--- src/sld_pkg.sv ---
// Shared constants and carrier types of the segment display driver.
// Assumes one system clock and a software port that uses small word offsets.
package sld_pkg;

  // ****************************************
  // Register map
  // ****************************************
  localparam int SLD_ADDR_W = 2;
  localparam logic [1:0] SLD_OFS_CONTROL = 2'h0;
  localparam logic [1:0] SLD_OFS_RAM_ADDRESS = 2'h1;
  localparam logic [1:0] SLD_OFS_RAM_DATA = 2'h2;
  localparam logic [1:0] SLD_OFS_BOOSTER = 2'h3;

  // ****************************************
  // Reset values
  // ****************************************
  localparam logic [7:0] SLD_RST_CONTROL = 8'hc0;
  localparam logic [4:0] SLD_RST_RAM_ADDRESS = 5'h00;
  localparam logic [1:0] SLD_RST_BOOSTER = 2'h0;

  // ****************************************
  // Field positions
  // ****************************************
  localparam int SLD_BOOST_LSB = 1;
  localparam int SLD_BOOST_MSB = 2;

  // ****************************************
  // Frame dividers, indexed by the frame rate code
  // ****************************************
  localparam logic [3:0][8:0] SLD_DIV_HALF = {9'h0e8, 9'h130, 9'h118, 9'h100};
  localparam logic [3:0][8:0] SLD_DIV_THIRD = {9'h09c, 9'h0cc, 9'h0bc, 9'h0ac};
  localparam logic [3:0][8:0] SLD_DIV_QUARTER = {9'h074, 9'h098, 9'h08c, 9'h080};

  // ****************************************
  // Drive level codes
  // ****************************************
  localparam logic [1:0] SLD_LVL_GND = 2'h0;
  localparam logic [1:0] SLD_LVL_LOW = 2'h1;
  localparam logic [1:0] SLD_LVL_HIGH = 2'h2;
  localparam logic [1:0] SLD_LVL_TOP = 2'h3;

  typedef struct packed {
    logic biasSelect;
    logic [1:0] dutySelect;
    logic displayEnable;
    logic unusedBit;
    logic driveWaveformType;
    logic [1:0] frameRateSelect;
  } sld_control_type;

  typedef struct packed {
    logic wr;
    logic rd;
    logic [SLD_ADDR_W-1:0] addr;
    logic [7:0] wdata;
  } sld_bus_req_type;

endpackage

--- src/segment_lcd_driver.sv ---
// Segment display driver: register port, display RAM, scan timing and drive levels.
// Assumes subOscClk is a slow level synchronous to clk and far below its rate.
//
// Decided for this implementation: the strobed register port and the address map.
`timescale 1ns/1ps

// Behaviour
// (RL1) Drives up to 32 segment and 4 common lines, 128 dots.
// (RL2) Keeps running in normal, green and idle processor modes.
// (RL3) All display timing is derived from the sub-oscillator clock.
// (RL4) Bias select bit 7: 0 half bias, 1 one-third bias.
// (RL5) Duty field bits 6:5: 00 half, 01 third, 1x quarter duty.
// (RL6) Enable bit 4 switches the display circuit off or on.
// (RL7) Disabled display holds all common and segment outputs at ground.
// (RL8) Bit 2 selects drive waveform type A or type B.
// (RL9) Frame is sub clock over divider times commons, divider from table.
// (RL10) Address bits 4:0 select segment 0 to 31 one to one.
// (RL11) Data bits 3:0 hold dots; bit n belongs to common n.
// (RL12) Address register bits 7:5 always read zero.
// (RL13) Data buffer bits 7:4 carry no display data.
// (RL14) Booster field bits 2:1 clock pump at Fs, Fs/4, Fs/8, Fs/16.
// (RL15) Data writes store to RAM at address; reads return stored dots.
// (RL16) Scan enabled commons in turn; segments follow the RAM bit.
module segment_lcd_driver
  import sld_pkg::*;
#(
  parameter int SEG_COUNT = 32,
  parameter int COM_COUNT = 4
) (
  input wire logic clk, // System clock.
  input wire logic srst, // Synchronous reset, active high.
  input wire sld_bus_req_type busReq, // Register write and read request.
  output logic [7:0] busRdata, // Read data, valid the cycle after a read.
  input wire logic subOscClk, // Sub-oscillator clock level.
  output logic [COM_COUNT-1:0][1:0] comLevel, // Drive level of each common line.
  output logic [SEG_COUNT-1:0][1:0] segLevel, // Drive level of each segment line.
  output logic boosterClk // Charge pump clock.
);

  // ****************************************
  // Registers
  // ****************************************
  sld_control_type ctrl_q;
  logic [4:0] ramAddr_q;
  logic [1:0] boosterSel_q;
  logic [SEG_COUNT-1:0][3:0] ram_q;
  logic [7:0] rdata_q;
  logic [7:0] rdata_d;
  logic wrCtrl;
  logic wrAddr;
  logic wrData;
  logic wrBoost;

  assign wrCtrl = busReq.wr && busReq.addr == SLD_OFS_CONTROL;
  assign wrAddr = busReq.wr && busReq.addr == SLD_OFS_RAM_ADDRESS;
  assign wrData = busReq.wr && busReq.addr == SLD_OFS_RAM_DATA;
  assign wrBoost = busReq.wr && busReq.addr == SLD_OFS_BOOSTER;

  // (RL4) Control fields stored.
  always_ff @(posedge clk) begin
    if (srst) begin
      ctrl_q <= SLD_RST_CONTROL;
    end else if (wrCtrl) begin
      ctrl_q <= busReq.wdata;
      ctrl_q.unusedBit <= 1'b0;
    end
  end

  // (RL10) Address register holds five bits.
  always_ff @(posedge clk) begin
    if (srst) begin
      ramAddr_q <= SLD_RST_RAM_ADDRESS;
    end else if (wrAddr) begin
      ramAddr_q <= busReq.wdata[4:0];
    end
  end

  always_ff @(posedge clk) begin
    if (srst) begin
      boosterSel_q <= SLD_RST_BOOSTER;
    end else if (wrBoost) begin
      boosterSel_q <= busReq.wdata[SLD_BOOST_MSB:SLD_BOOST_LSB];
    end
  end

  // (RL15) Data writes land in display RAM.
  // The RAM has no reset; software initialises it before enabling the display.
  always_ff @(posedge clk) begin
    if (wrData) begin
      ram_q[ramAddr_q] <= busReq.wdata[3:0];
    end
  end

  // (RL13) Data buffer upper nibble unused.
  // (RL12) Read mux with zero upper bits.
  always_comb begin
    rdata_d = 8'h00;
    case (busReq.addr)
      SLD_OFS_CONTROL: rdata_d = ctrl_q;
      SLD_OFS_RAM_ADDRESS: rdata_d = {3'h0, ramAddr_q};
      SLD_OFS_RAM_DATA: rdata_d = {4'h0, ram_q[ramAddr_q]};
      SLD_OFS_BOOSTER: rdata_d = {5'h00, boosterSel_q, 1'b0};
      default: rdata_d = 8'h00;
    endcase
  end

  always_ff @(posedge clk) begin
    if (srst) begin
      rdata_q <= 8'h00;
    end else if (busReq.rd) begin
      rdata_q <= rdata_d;
    end else begin
      rdata_q <= 8'h00;
    end
  end
  assign busRdata = rdata_q;

  // ****************************************
  // Sub-oscillator timing
  // ****************************************
  logic subPrev_q;
  logic subRise;
  logic [3:0] preCnt_q;
  logic boost_q;
  logic [8:0] divider;
  logic [8:0] slotCnt_q;
  logic [1:0] comIdx_q;
  logic [2:0] comCount;
  logic pol_q;

  // (RL3) Timing advances only on sub-oscillator rising edges.
  // The processor mode is not an input, so the scan runs in every mode that keeps Fs alive.
  always_ff @(posedge clk) begin
    if (srst) begin
      subPrev_q <= 1'b0;
    end else begin
      subPrev_q <= subOscClk;
    end
  end
  // (RL2) No mode gating on the sub clock edge.
  assign subRise = subOscClk && !subPrev_q;

  // (RL14) Booster prescaler.
  always_ff @(posedge clk) begin
    if (srst) begin
      preCnt_q <= 4'h0;
    end else if (subRise) begin
      preCnt_q <= preCnt_q + 4'h1;
    end
  end

  // (RL14) Booster clock divide select.
  always_ff @(posedge clk) begin
    if (srst) begin
      boost_q <= 1'b0;
    end else begin
      case (boosterSel_q)
        2'h0: boost_q <= subOscClk;
        2'h1: boost_q <= preCnt_q[1];
        2'h2: boost_q <= preCnt_q[2];
        2'h3: boost_q <= preCnt_q[3];
        default: boost_q <= 1'b0;
      endcase
    end
  end
  assign boosterClk = boost_q;

  // (RL5) Duty picks common count and divider row.
  // (RL9) Divider from frame rate code.
  always_comb begin
    case (ctrl_q.dutySelect)
      2'h0: begin
        comCount = 3'h2;
        divider = SLD_DIV_HALF[ctrl_q.frameRateSelect];
      end
      2'h1: begin
        comCount = 3'h3;
        divider = SLD_DIV_THIRD[ctrl_q.frameRateSelect];
      end
      default: begin
        comCount = 3'h4;
        divider = SLD_DIV_QUARTER[ctrl_q.frameRateSelect];
      end
    endcase
  end

  // (RL9) One common slot lasts divider sub clocks.
  // A divider change that leaves the count at or past the new divider restarts the slot rather than overrun it.
  always_ff @(posedge clk) begin
    if (srst || !ctrl_q.displayEnable) begin
      slotCnt_q <= 9'h000;
    end else if (slotCnt_q >= divider) begin
      slotCnt_q <= 9'h000;
    end else if (subRise) begin
      slotCnt_q <= (slotCnt_q == divider - 9'h001) ? 9'h000 : slotCnt_q + 9'h001;
    end
  end

  // (RL16) Step through the enabled commons.
  always_ff @(posedge clk) begin
    if (srst || !ctrl_q.displayEnable) begin
      comIdx_q <= 2'h0;
    end else if ({1'b0, comIdx_q} >= comCount) begin
      comIdx_q <= 2'h0;
    end else if (subRise && slotCnt_q == divider - 9'h001) begin
      comIdx_q <= ({1'b0, comIdx_q} == comCount - 3'h1) ? 2'h0 : comIdx_q + 2'h1;
    end
  end

  // (RL8) Type A flips polarity each half slot, type B once per frame.
  always_ff @(posedge clk) begin
    if (srst || !ctrl_q.displayEnable) begin
      pol_q <= 1'b0;
    end else if (subRise) begin
      if (!ctrl_q.driveWaveformType) begin
        if (slotCnt_q == (divider >> 1) - 9'h001 || slotCnt_q == divider - 9'h001) begin
          pol_q <= !pol_q;
        end
      end else if (slotCnt_q == divider - 9'h001 && {1'b0, comIdx_q} == comCount - 3'h1) begin
        pol_q <= !pol_q;
      end
    end
  end

  // ****************************************
  // Drive levels
  // ****************************************
  logic [1:0] maxLvl;
  logic [1:0] selLvl;
  logic [1:0] unselLvl;
  logic [1:0] onLvl;
  logic [1:0] offLvl;

  // (RL4) Bias sets the level ladder.
  always_comb begin
    maxLvl = ctrl_q.biasSelect ? SLD_LVL_TOP : SLD_LVL_HIGH;
    selLvl = pol_q ? SLD_LVL_GND : maxLvl;
    onLvl = pol_q ? maxLvl : SLD_LVL_GND;
    if (ctrl_q.biasSelect) begin
      unselLvl = pol_q ? SLD_LVL_HIGH : SLD_LVL_LOW;
      offLvl = pol_q ? SLD_LVL_LOW : SLD_LVL_HIGH;
    end else begin
      unselLvl = SLD_LVL_LOW;
      offLvl = selLvl;
    end
  end

  // (RL1) One driver per common line.
  for (genvar c = 0; c < COM_COUNT; c++) begin : gen_com
    always_ff @(posedge clk) begin
      // (RL7) Ground when disabled.
      if (srst || !ctrl_q.displayEnable) begin
        comLevel[c] <= SLD_LVL_GND;
      end else if (c == int'(comIdx_q)) begin
        comLevel[c] <= selLvl;
      end else begin
        comLevel[c] <= unselLvl;
      end
    end
  end

  // (RL11) Segment takes the RAM bit of the active common.
  for (genvar s = 0; s < SEG_COUNT; s++) begin : gen_seg
    always_ff @(posedge clk) begin
      // (RL6) Enable gates every segment.
      if (srst || !ctrl_q.displayEnable) begin
        segLevel[s] <= SLD_LVL_GND;
      end else begin
        segLevel[s] <= ram_q[s][comIdx_q] ? onLvl : offLvl;
      end
    end
  end

  // ****************************************
  // Assertions
  // ****************************************
  logic anyTop;
  always_comb begin
    anyTop = 1'b0;
    for (int i = 0; i < COM_COUNT; i++) begin
      anyTop = anyTop | (comLevel[i] == SLD_LVL_TOP);
    end
    for (int i = 0; i < SEG_COUNT; i++) begin
      anyTop = anyTop | (segLevel[i] == SLD_LVL_TOP);
    end
  end

  a_disabled_ground: assert property (@(posedge clk) disable iff (srst) // RL7
    !ctrl_q.displayEnable |=> (comLevel == '0 && segLevel == '0))
    else $error("outputs not grounded while display disabled");

  a_half_bias_levels: assert property (@(posedge clk) disable iff (srst) // RL4
    (!ctrl_q.biasSelect && $past(!ctrl_q.biasSelect)) |-> !anyTop)
    else $error("top level driven under half bias");

  a_addr_upper_zero: assert property (@(posedge clk) disable iff (srst) // RL12
    (busReq.rd && busReq.addr == SLD_OFS_RAM_ADDRESS) |=> busRdata[7:5] == 3'h0)
    else $error("address register upper bits not zero");

  a_data_upper_zero: assert property (@(posedge clk) disable iff (srst) // RL13
    (busReq.rd && busReq.addr == SLD_OFS_RAM_DATA) |=> busRdata[7:4] == 4'h0)
    else $error("data buffer upper bits not zero");

  a_ram_write_store: assert property (@(posedge clk) disable iff (srst) // RL15
    wrData |=> ram_q[$past(ramAddr_q)] == $past(busReq.wdata[3:0]))
    else $error("data write not stored at current address");

  a_ram_read_back: assert property (@(posedge clk) disable iff (srst) // RL10
    (busReq.rd && busReq.addr == SLD_OFS_RAM_DATA) |=>
      busRdata[3:0] == $past(ram_q[ramAddr_q]))
    else $error("data read does not return addressed dots");

  // A control write may shorten the divider; the slot then restarts one cycle later.
  a_slot_bound: assert property (@(posedge clk) disable iff (srst) // RL9
    (ctrl_q.displayEnable && !wrCtrl) |=> slotCnt_q < divider)
    else $error("slot counter passed its divider");

  a_com_bound: assert property (@(posedge clk) disable iff (srst) // RL5
    (ctrl_q.displayEnable && !wrCtrl) |=> {1'b0, comIdx_q} < comCount)
    else $error("common index beyond duty");

  a_prescale_step: assert property (@(posedge clk) disable iff (srst) // RL14
    subRise |=> preCnt_q == $past(preCnt_q) + 4'h1)
    else $error("booster prescaler did not step");

  a_boost_follow: assert property (@(posedge clk) disable iff (srst) // RL14
    boosterSel_q == 2'h0 |=> boosterClk == $past(subOscClk))
    else $error("booster clock does not follow the sub clock");

  a_com_select: assert property (@(posedge clk) disable iff (srst) // RL16
    ctrl_q.displayEnable |=> comLevel[$past(comIdx_q)] == $past(selLvl))
    else $error("active common not at select level");

  a_seg_follow: assert property (@(posedge clk) disable iff (srst) // RL11
    ctrl_q.displayEnable |=>
      segLevel[0] == ($past(ram_q[0][comIdx_q]) ? $past(onLvl) : $past(offLvl)))
    else $error("segment level does not follow its dot");

  a_slot_advance: assert property (@(posedge clk) disable iff (srst) // RL16
    (ctrl_q.displayEnable && subRise && slotCnt_q == divider - 9'h001 &&
      {1'b0, comIdx_q} < comCount - 3'h1 && $stable(ctrl_q)) |=>
      comIdx_q == $past(comIdx_q) + 2'h1)
    else $error("common did not advance at slot end");

endmodule

--- config.mk ---
export PLATFORM = sky130hd
export DESIGN_NAME = segment_lcd_driver
export DESIGN_NICKNAME = d
export VERILOG_FILES = /design/src/sld_pkg.sv /design/src/segment_lcd_driver.sv
export SDC_FILE = /design/constraint.sdc
export NUM_CORES = 1
export LEC_CHECK = 0
export ABC_AREA = 1
export BUFFER_PORTS_ARGS = -buffer_cell sky130_fd_sc_hd__buf_2
export CAP_MARGIN = 25
export CORE_AREA = 2 2 140 129
export CTS_CLUSTER_SIZE = 30
export DETAILED_ROUTE_END_ITERATION = 16
export DIE_AREA = 0 0 142 131
export HOLD_SLACK_MARGIN = 0.12
export PLACE_DENSITY = 0.89
export SLEW_MARGIN = 5
export SYNTH_ARGS = -nofsm -noshare
export SYNTH_HDL_FRONTEND = slang
export SYNTH_SLANG_ARGS = --single-unit
--- constraint.sdc ---
create_clock -name clk -period 5.85 [get_ports clk]
set_clock_uncertainty 0.15 [all_clocks]
set_input_delay 1.17 -clock clk [delete_from_list [all_inputs] [get_ports clk]]
set_output_delay 1.17 -clock clk [all_outputs]
set_load 0.05 [all_outputs]
# Yosys cells after proc, flatten, opt, wreduce, memory -nomap -nowiden
# Index checks and enable logic that the tools add are counted.
[totals] reg_bits=240 input_bits=15 output_inout_bits=81 elab_cells=258
[classes] n_addsub=6 order_cmp=6 eq_ne=14 muxes=127 n_bitwise=1 reduce_logical=22
[ops] operator="$bwmux 128" n=1
[ops] operator="$mux 2" n=43
[ops] operator="$bmux 1 s2" n=32
[ops] operator="$bmux 9 s2" n=3
[ops] operator="$mux 1" n=36
[ops] operator="$mux 9" n=4
[ops] operator="$pmux 8 s4" n=1
[ops] operator="$bmux 4 s5" n=1
[ops] operator="$demux 4 s5" n=1
[ops] operator="$eq 9x9->1" n=2
[ops] operator="$pmux 9 s2" n=1
[ops] operator="$add 9x1->9 const B" n=1
[ops] operator="$ge 9x9->1" n=1
[ops] operator="$sub 8x1->9 const B" n=1
[ops] operator="$sub 9x1->9 const B" n=1
[ops] operator="$eq 2x2->1 const B" n=4
[ops] operator="$logic_and 1x1->1" n=8
[ops] operator="$logic_not 2->1" n=4
[ops] operator="$mux 4" n=2
[ops] operator="$eq 2x1->1 const B" n=3
[ops] operator="$lt 2x3->1 const B" n=2
[ops] operator="$lt 5x6->1 const B" n=1
[ops] operator="$pmux 3 s2" n=1
[ops] operator="$reduce_or 2->1" n=3
[ops] operator="15 further kinds" n=19

# Longest topological paths before layout
# Gate-level depths: netlist of the first run.
[logic_depth] word_depth=8 mapped_depth=18

# Worst setup path before layout of the first run
# OpenSTA, ideal clock, no wires.
[synth_path] kind="reg-to-output" startpoint="reg, netlist name segLevel[58]" endpoint="out segLevel[10] (netlist bit)" arrival_time_ns=1.446 path_slack_ns=3.084 stages_incl_launch_ff=2 path_cell_list="dfxtp_1 > buf_4"
[synth_lines] element="end: declaration" line_no="segment_lcd_driver.sv:36" rtl="output logic [SEG_COUNT-1:0][1:0] segLevel,"

==> impl_table.tex, run 1 <==
\begin{tabular}{lr}
\hline
Metric & Value \\
\hline
\multicolumn{2}{l}{\textbf{Logic synthesis}} \\
Post-synthesis instance area & 9952 µm² \\
Average instance area after synthesis & 9.206 µm² \\
Synth top area share & 0.3862 \\
Top flip-flop cell by instance count after synthesis & sky130\_fd\_sc\_hd\_\_edfxtp\_1 \\
Mux cell area share after synthesis & 0 \\
Biggest area consumer among synthesized cells & sky130\_fd\_sc\_hd\_\_edfxtp\_1 \\
Area share of and/or/nand/nor cells after synthesis & 0.1851 \\
Adder-cell area share of the yosys netlist & 0.02389 \\
Number of instances in the synthesized netlist & 1081 \\
Synthesized-area fraction occupied by xor and xnor cells & 0.003520 \\
Leading post-synthesis cells by cell area & sky130\_fd\_sc\_hd\_\_edfxtp\_1 (39\%), sky130\_fd\_sc\_hd\_\_dfxtp\_1 (16\%), sky130\_fd\_sc\_hd\_\_o21ai\_0 (5.5\%) \\
Register area share after synthesis & 0.5492 \\
Number of enable flip-flop cells after synthesis & 128 \\
Syn Nets & 1115 \\
Post-synthesis async set-or-reset flop share & 0 \\
Largest family of logic cells by synthesized area & simple AND/OR/NAND/NOR gates \\
Compound-gate portion of the synthesized area & 0.1626 \\
Number of library cell types mapped by synthesis & 43 \\
Yosys warning total & 0 \\
Total of flip-flops plus latches after synthesis & 209 \\
\multicolumn{2}{l}{\textbf{Placed design}} \\
Count of placed standard cells including taps & 1319 \\
Total half-perimeter wirelength after legalization and detailed placement & 16320 µm \\
Number of input and output port buffers inserted & 95 \\
Final Wtd Congestion & 0.9501 \\
\multicolumn{2}{l}{\textbf{Setup path}} \\
R2r startpoint & ramAddr\_q[0] \\
Top fanout value on the critical path & 29 \\
Endpoint arrival time on the critical path & 3.55 ns \\
Number of cells traversed by the worst register-to-register path & 6 \\
Critical Setup Path Class & reg -> reg \\
CP Capture Type & flip-flop \\
Worst Setup Start Kind & flip-flop \\
Endpoint of the worst-slack reg-to-reg timing path & ram\_q[55] \\
Reg2reg setup slack & 2.31 ns \\
Data required time of the critical path & 5.86 ns \\
\multicolumn{2}{l}{\textbf{Timing}} \\
Final min period & 3.541 ns \\
Total negative slack for setup checks & 0 ns \\
Post-route fraction of the period consumed by the critical path & 0.6054 \\
Fmax & 282.4 MHz \\
RSZ-0062 raised after global routing & false \\
Slew at the pin with the worst max-slew slack & 1.079 ns \\
Hold violation total from the final report & 0 \\
Number of endpoints failing setup at the final stage & 0 \\
Final number of max-transition violations & 0 \\
Relative slew slack & 0.2798 \\
\multicolumn{2}{l}{\textbf{Global routing}} \\
Initial antenna violation count & 0 \\
Wire length of the first global-routing pass & 38240 µm \\
Number of global-route vias before repair & 7302 \\
Maximum number of pins on one net before global-route repair & 75 \\
Combined global-route utilization of all metal layers & 0.2667 \\
Congestion Overflow GR & 0 \\
\multicolumn{2}{l}{\textbf{Finish}} \\
Layout Utilization & 0.6418 \\
Final cell count without fillers & 1355 \\
Filler Cells Inserted & 1270 \\
Total inserted antenna cells & 0 \\
Share of cells above drive strength 1 & 0.1519 \\
Area growth from synthesis to final layout & 10.98\% \\
Most common cell after layout, fill and taps aside & sky130\_fd\_sc\_hd\_\_nand2\_1 \\
Commonest cells after routing, fill and taps aside & sky130\_fd\_sc\_hd\_\_nand2\_1 (137), sky130\_fd\_sc\_hd\_\_nor2\_1 (128), sky130\_fd\_sc\_hd\_\_edfxtp\_1 (128), sky130\_fd\_sc\_hd\_\_o21ai\_0 (110), sky130\_fd\_sc\_hd\_\_buf\_2 (95) \\
Number of nets in the final layout & 1161 \\
\multicolumn{2}{l}{\textbf{Pwr}} \\
Leakage Power & 4.425 nW \\
Switching power of the nets & 0.7111 mW \\
Worst ir drop on vdd & 181.1 µV \\
Share of total power in sequential cells & 0.504 \\
Power density over the cells & 284.8 nW/µm² \\
Clock network fraction of design power & 0.419 \\
Combinational Power Share & 0.077 \\
Internal cell power & 2.434 mW \\
Switching power as a share of total power & 0.2261 \\
\multicolumn{2}{l}{\textbf{Drt}} \\
Vias/cell & 6.252 \\
DRC Markers & 0 \\
Number of violations reported at the end of detailed-routing iteration 0 & 1701 \\
Routed Antenna Nets & 0 \\
Overall via count from detail\_route & 8471 \\
Wire length per cell & 19.06 µm \\
Final Routed Wirelength & 25820 µm \\
1st-pass router iterations & 13 \\
\multicolumn{2}{l}{\textbf{Clocking}} \\
Worst-skew pair later-pin latency & 0.50 ns \\
Post-CTS setup-driven buffer insertion count & 0 \\
CTS tree & done \\
Clock Tree Buf Depth & 3 \\
Clock buffer count from CTS & 21 \\
Number of hold-repair buffers added at the cts stage & 0 \\
Post\_cts resized & 0 \\
Clock input transition at the sequential cells of the worst setup and hold paths & 0.06 ns \\
H-tree depth reported by CTS & 1 \\
Sinks on the clock net & 209 \\
Root Driver & sky130\_fd\_sc\_hd\_\_clkbuf\_16 \\
\multicolumn{2}{l}{\textbf{Die}} \\
Die height & 131 µm \\
Total I/O pin count & 96 \\
Die span in x & 142 µm \\
Total core area & 17210 µm² \\
Number of placement rows & 46 \\
Initial core utilization & 0.5783 \\
Overall die area & 18600 µm² \\
\multicolumn{2}{l}{\textbf{Run}} \\
Max-cap violations & 0 \\
\multicolumn{2}{l}{\textbf{Worst hold path}} \\
Hold-critical path endpoint & slotCnt\_q[0] \\
Start point of the worst min-delay path & slotCnt\_q[0] \\
Number of instances on the worst hold path & 2 \\
Hold WC Path Type & reg -> reg \\
\multicolumn{2}{l}{\textbf{Outcome}} \\
Run status & finished, final reports clean \\
\hline
\end{tabular}
-- state kept, by name, summed over array words and instances, names as in the netlist, 2 cells and up --
name          flops
comIdx_q          2
ctrl_q            7
slotCnt_q         9
segLevel         33
comLevel          8
ram_q           128
preCnt_q          4
ramAddr_q         5
boosterSel_q      2
busRdata          8
-- worst max-delay path: stages (launching register included) --
cell and delay (ns):
sky130_fd_sc_hd__dfxtp_1 0.31, sky130_fd_sc_hd__buf_4 0.33, sky130_fd_sc_hd__inv_1 0.58, sky130_fd_sc_hd__nor2_2 0.66
sky130_fd_sc_hd__buf_4 0.38, sky130_fd_sc_hd__nand2_1 0.36, sky130_fd_sc_hd__nor2_1 0.42
-- power groups by stage --
stage | Sequential [mW] | Clock (mW) | Combinational (mW)
final | 1.59 | 1.32 | 0.242
after global routing | 1.59 | 1.37 | 0.261
after CTS | 1.59 | 1.31 | 0.235
after detailed placement | 1.62 | 0 | 0.231
after global placement | 1.62 | 0 | 0.227
after floorplan | 1.64 | 0 | 0.140
-- worst max-delay path by stage --
stage / start / to / slack (ns) / cells after the start
3_3_place_gp: busReq[9] / ram_q[74] / 2.53 / 5
2_1_floorplan: segLevel[58] / segLevel[10] / 3.08 / 1
5_1_grt: ramAddr_q[0] / ram_q[36] / 2.25 / 6
3_5_place_dp: busReq[9] / ram_q[11] / 2.46 / 5
6_report: ramAddr_q[0] / ram_q[55] / 2.31 / 6
4_1_cts: ramAddr_q[0] / ram_q[53] / 2.48 / 6
-- metrics by stage --
| step | hold slack [ns] | area (µm²) | setup slack (ns) | power [mW] |
|---|---|---|---|---|
| finish | 0.3680 | 11040 | 2.309 | 3.145 |
| global route | 0.3856 | 11040 | 2.250 | 3.216 |
| CTS | 0.3591 | 11020 | 2.484 | 3.135 |
| detailed placement | 0.3349 | 10340 | 2.464 | 1.848 |
| global placement | 0.3246 | 10340 | 2.532 | 1.843 |
| floorplan | 0.2996 | 9952 | 3.084 | 1.778 |
-- metal layers --
metal  GRT usage  part of all wire  vias up
li1            -                 -     3853
met1      0.3544              0.38     3813
met2      0.4300              0.44      680
met3     0.06450              0.14      125
met4      0.1006             0.041        0
met5           0                 0        -
-- synth_stat cells (3+ instances only) --
cell / instances
sky130_fd_sc_hd__a21oi_1: 84
sky130_fd_sc_hd__a221oi_1: 4
sky130_fd_sc_hd__a22oi_1: 28
sky130_fd_sc_hd__a31oi_1: 12
sky130_fd_sc_hd__a32o_1: 6
sky130_fd_sc_hd__buf_2: 9
sky130_fd_sc_hd__buf_4: 31
sky130_fd_sc_hd__clkbuf_1: 40
sky130_fd_sc_hd__dfxtp_1: 81
sky130_fd_sc_hd__edfxtp_1: 128
sky130_fd_sc_hd__ha_1: 19
sky130_fd_sc_hd__inv_1: 77
sky130_fd_sc_hd__inv_2: 3
sky130_fd_sc_hd__inv_4: 3
sky130_fd_sc_hd__nand2_1: 137
sky130_fd_sc_hd__nand2_2: 5
sky130_fd_sc_hd__nand2_4: 4
sky130_fd_sc_hd__nand3_1: 81
sky130_fd_sc_hd__nand3_2: 5
sky130_fd_sc_hd__nand3b_1: 7
sky130_fd_sc_hd__nand4_1: 7
sky130_fd_sc_hd__nor2_1: 131
sky130_fd_sc_hd__nor2_4: 4
sky130_fd_sc_hd__nor3_1: 9
sky130_fd_sc_hd__o21ai_0: 110
sky130_fd_sc_hd__o221ai_1: 7
sky130_fd_sc_hd__o22ai_1: 20
sky130_fd_sc_hd__or2_2: 6
sky130_fd_sc_hd__xor2_1: 4
-- area by class of cell --
| class | instances | area (µm²) | share of cell area |
|---|---|---|---|
| clock buffer | 28 | 591.8 | 0.05359 |
| clock inverter | 7 | 86.33 | 0.007817 |
| inverter | 83 | 319.1 | 0.02889 |
| multi-input combinational | 707 | 3740 | 0.3386 |
| sequential | 209 | 5466 | 0.4950 |
| tap | 216 | 270.3 | 0.02447 |
| timing repair buffer | 105 | 570.5 | 0.05166 |
-- kinds of logic (layout without fill, tap and decap cells) --
group | Yosys count | count (layout)
xor+xnor | 4 | 4
buf+inv | 165 | 223
compound gates | 281 | 281
simple gates | 403 | 403
fa+ha+maj | 19 | 19
flops | 209 | 209
No activity file was read; power rests on OpenSTA's default activity.
==> run 2: changes to the inputs <==
--- a/config.mk
+++ b/config.mk
@@ -8,12 +8,12 @@
 export ABC_AREA = 1
 export BUFFER_PORTS_ARGS = -buffer_cell sky130_fd_sc_hd__buf_2
 export CAP_MARGIN = 25
-export CORE_AREA = 2 2 140 129
+export CORE_AREA = 2 2 147 134
 export CTS_CLUSTER_SIZE = 30
 export DETAILED_ROUTE_END_ITERATION = 16
-export DIE_AREA = 0 0 142 131
+export DIE_AREA = 0 0 149 136
 export HOLD_SLACK_MARGIN = 0.12
-export PLACE_DENSITY = 0.89
+export PLACE_DENSITY = 0.86
 export SLEW_MARGIN = 5
 export SYNTH_ARGS = -nofsm -noshare
 export SYNTH_HDL_FRONTEND = slang
==> constraint.sdc (replaced) <==
create_clock -name clk -period 3 [get_ports clk]
set_clock_uncertainty 0.15 [all_clocks]
set_input_delay 0.6 -clock clk [delete_from_list [all_inputs] [get_ports clk]]
set_output_delay 0.6 -clock clk [all_outputs]
set_load 0.05 [all_outputs]
==> run 2 against run 1 <==
Effect of this change: critical path depth is 9 higher; design area is 1.2% higher; sequential share of layout area is 0.58 points lower; core utilization is 4.9 points lower; sequential power is 95% higher; critical endpoint is now slotCnt_q[5]; largest power group unchanged; highest routed layer unchanged.
==> impl_table.tex, run 2 (synthesized netlist as in run 1, its figures left out) <==
\begin{tabular}{lr}
\hline
Metric & Value \\
\hline
\multicolumn{2}{l}{\textbf{Run}} \\
Max-cap violations & 0 \\
\multicolumn{2}{l}{\textbf{Finish}} \\
Largest register FFs & 128 \\
Total inserted antenna cells & 0 \\
Final cell count without fillers & 1407 \\
Share of cells above drive strength 1 & 0.1642 \\
Commonest cells after routing, fill and taps aside & sky130\_fd\_sc\_hd\_\_nand2\_1 (137), sky130\_fd\_sc\_hd\_\_nor2\_1 (128), sky130\_fd\_sc\_hd\_\_edfxtp\_1 (128), sky130\_fd\_sc\_hd\_\_o21ai\_0 (110), sky130\_fd\_sc\_hd\_\_buf\_2 (95) \\
Most common cell after layout, fill and taps aside & sky130\_fd\_sc\_hd\_\_nand2\_1 \\
Largest registers & ram\_q x128, segLevel x33, slotCnt\_q x9 \\
Layout Utilization & 0.5926 \\
Number of nets in the final layout & 1175 \\
Filler Cells Inserted & 1499 \\
Largest register by flop count & ram\_q \\
Area growth from synthesis to final layout & 12.30\% \\
\multicolumn{2}{l}{\textbf{Setup path}} \\
Data required time of the critical path & 3.25 ns \\
Worst Setup Start Kind & flip-flop \\
Endpoint arrival time on the critical path & 3.06 ns \\
CP Capture Type & flip-flop \\
Critical Setup Path Class & reg -> reg \\
Top fanout value on the critical path & 6 \\
\multicolumn{2}{l}{\textbf{Drt}} \\
Met2 wire len & 12150 µm \\
Final Routed Wirelength & 26390 µm \\
DRC Markers & 0 \\
WL met1 & 10080 µm \\
Topmost layer with routed signal wires & met4 \\
1st-pass router iterations & 6 \\
Met3 routed WL & 3382 µm \\
Routed Antenna Nets & 0 \\
Overall via count from detail\_route & 8400 \\
Wire length per cell & 18.75 µm \\
Number of violations reported at the end of detailed-routing iteration 0 & 1061 \\
Vias/cell & 5.970 \\
\multicolumn{2}{l}{\textbf{Die}} \\
Die span in x & 149 µm \\
Die height & 136 µm \\
Overall die area & 20260 µm² \\
Total I/O pin count & 96 \\
Number of placement rows & 48 \\
Initial core utilization & 0.5277 \\
Total core area & 18860 µm² \\
\multicolumn{2}{l}{\textbf{Clocking}} \\
Root Driver & sky130\_fd\_sc\_hd\_\_clkbuf\_16 \\
Sinks on the clock net & 209 \\
Clock Tree Buf Depth & 3 \\
Worst-skew pair later-pin latency & 0.51 ns \\
Clock input transition at the sequential cells of the worst setup and hold paths & 0.06 ns \\
CTS tree & done \\
Number of hold-repair buffers added at the cts stage & 0 \\
Post-CTS setup-driven buffer insertion count & 0 \\
Post\_cts resized & 0 \\
H-tree depth reported by CTS & 1 \\
Clock buffer count from CTS & 22 \\
\multicolumn{2}{l}{\textbf{Timing}} \\
Relative slew slack & 0.4697 \\
Total negative slack for setup checks & 0 ns \\
RSZ-0062 raised after global routing & false \\
Final min period & 2.806 ns \\
Fmax & 356.4 MHz \\
Post-route fraction of the period consumed by the critical path & 0.9354 \\
Hold violation total from the final report & 0 \\
Slew at the pin with the worst max-slew slack & 0.7955 ns \\
Final number of max-transition violations & 0 \\
Number of endpoints failing setup at the final stage & 0 \\
\multicolumn{2}{l}{\textbf{Global routing}} \\
Maximum number of pins on one net before global-route repair & 75 \\
Initial antenna violation count & 0 \\
Combined global-route utilization of all metal layers & 0.2570 \\
Congestion Overflow GR & 0 \\
Wire length of the first global-routing pass & 40590 µm \\
Number of global-route vias before repair & 7630 \\
\multicolumn{2}{l}{\textbf{Pwr}} \\
Power density over the cells & 549.2 nW/µm² \\
Worst ir drop on vdd & 303.0 µV \\
Leakage Power & 4.493 nW \\
Final total power & 6.138 mW \\
\multicolumn{2}{l}{\textbf{Placed design}} \\
Total half-perimeter wirelength after legalization and detailed placement & 17590 µm \\
Final Wtd Congestion & 0.9637 \\
Count of placed standard cells including taps & 1367 \\
Number of input and output port buffers inserted & 95 \\
\multicolumn{2}{l}{\textbf{Outcome}} \\
Run status & finished, final reports clean \\
\multicolumn{2}{l}{\textbf{Worst hold path}} \\
Hold WC Path Type & in -> reg \\
\hline
\end{tabular}
## run 2: cell count changes in the layout (fill, tap and decap cells not counted)
cell / delta
sky130_fd_sc_hd__buf_4: +14
sky130_fd_sc_hd__clkinv_2: +5
sky130_fd_sc_hd__bufinv_16: -2
sky130_fd_sc_hd__clkbuf_16: +2
sky130_fd_sc_hd__buf_16: -1
sky130_fd_sc_hd__clkbuf_1: +1
sky130_fd_sc_hd__clkinvlp_4: -1
## run 2: per-layer routing
| layer | GRT usage | vias to the layer above |
|---|---|---|
| li1 | - | 3889 |
| met1 | 0.3434 | 3806 |
| met2 | 0.4293 | 614 |
| met3 | 0.04597 | 91 |
| met4 | 0.07937 | 0 |
| met5 | 0 | - |
## run 2: worst max-delay path: stages (launching register included)
cell and delay (ns):
sky130_fd_sc_hd__dfxtp_1 0.41, sky130_fd_sc_hd__inv_1 0.13, sky130_fd_sc_hd__ha_1 0.33, sky130_fd_sc_hd__nand2_1 0.12
sky130_fd_sc_hd__nand2_1 0.15, sky130_fd_sc_hd__ha_1 0.36, sky130_fd_sc_hd__nand2_1 0.08, sky130_fd_sc_hd__nand2_1 0.05
sky130_fd_sc_hd__nor3_1 0.15, sky130_fd_sc_hd__nand3_1 0.15, sky130_fd_sc_hd__a21oi_4 0.18, sky130_fd_sc_hd__nand3_4 0.13
sky130_fd_sc_hd__nand2_4 0.10, sky130_fd_sc_hd__inv_2 0.06, sky130_fd_sc_hd__nand3b_1 0.08, sky130_fd_sc_hd__inv_1 0.04
## run 2: cell type report
class	count	area (µm²)	area share
Clock buffer	31	645.6	0.05777
Clock inverter	9	43.79	0.003919
Inverter	83	319.1	0.02855
Multi-Input combinational cell	707	3740	0.3346
Sequential cell	209	5466	0.4891
Tap cell	250	312.8	0.02799
Timing Repair Buffer	118	648.1	0.05799
## run 2: final timing paths
kind | startpoint | end | slack, ns | depth (start not counted)
setup / recovery | ctrl_q[0] | slotCnt_q[5] | 0.19 | 15
hold / removal | srst | subPrev_q | 0.17 | 2
setup reg to reg | ctrl_q[0] | slotCnt_q[5] | 0.19 | 15
hold reg to reg | preCnt_q[2] | preCnt_q[2] | 0.35 | 2
## run 2: where the power goes
group | internal, mW | total (mW) | switching (mW)
Clock | 1.49 | 2.56 | 1.06
Sequential | 3.07 | 3.10 | 0.0214
Combinational | 0.136 | 0.486 | 0.350
Total | 4.70 | 6.14 | 1.43
## run 2: metrics by stage
step           hold slack, ns  worst slack, ns  instance area (µm²)
6_report               0.1709           0.1938                11180
2_1_floorplan          0.2996           0.5969                 9952
3_5_place_dp           0.3435           0.3222                10490
5_1_grt                0.1746          0.02960                11180
4_1_cts                0.1647           0.2309                11180
3_3_place_gp           0.3330           0.4459                10490
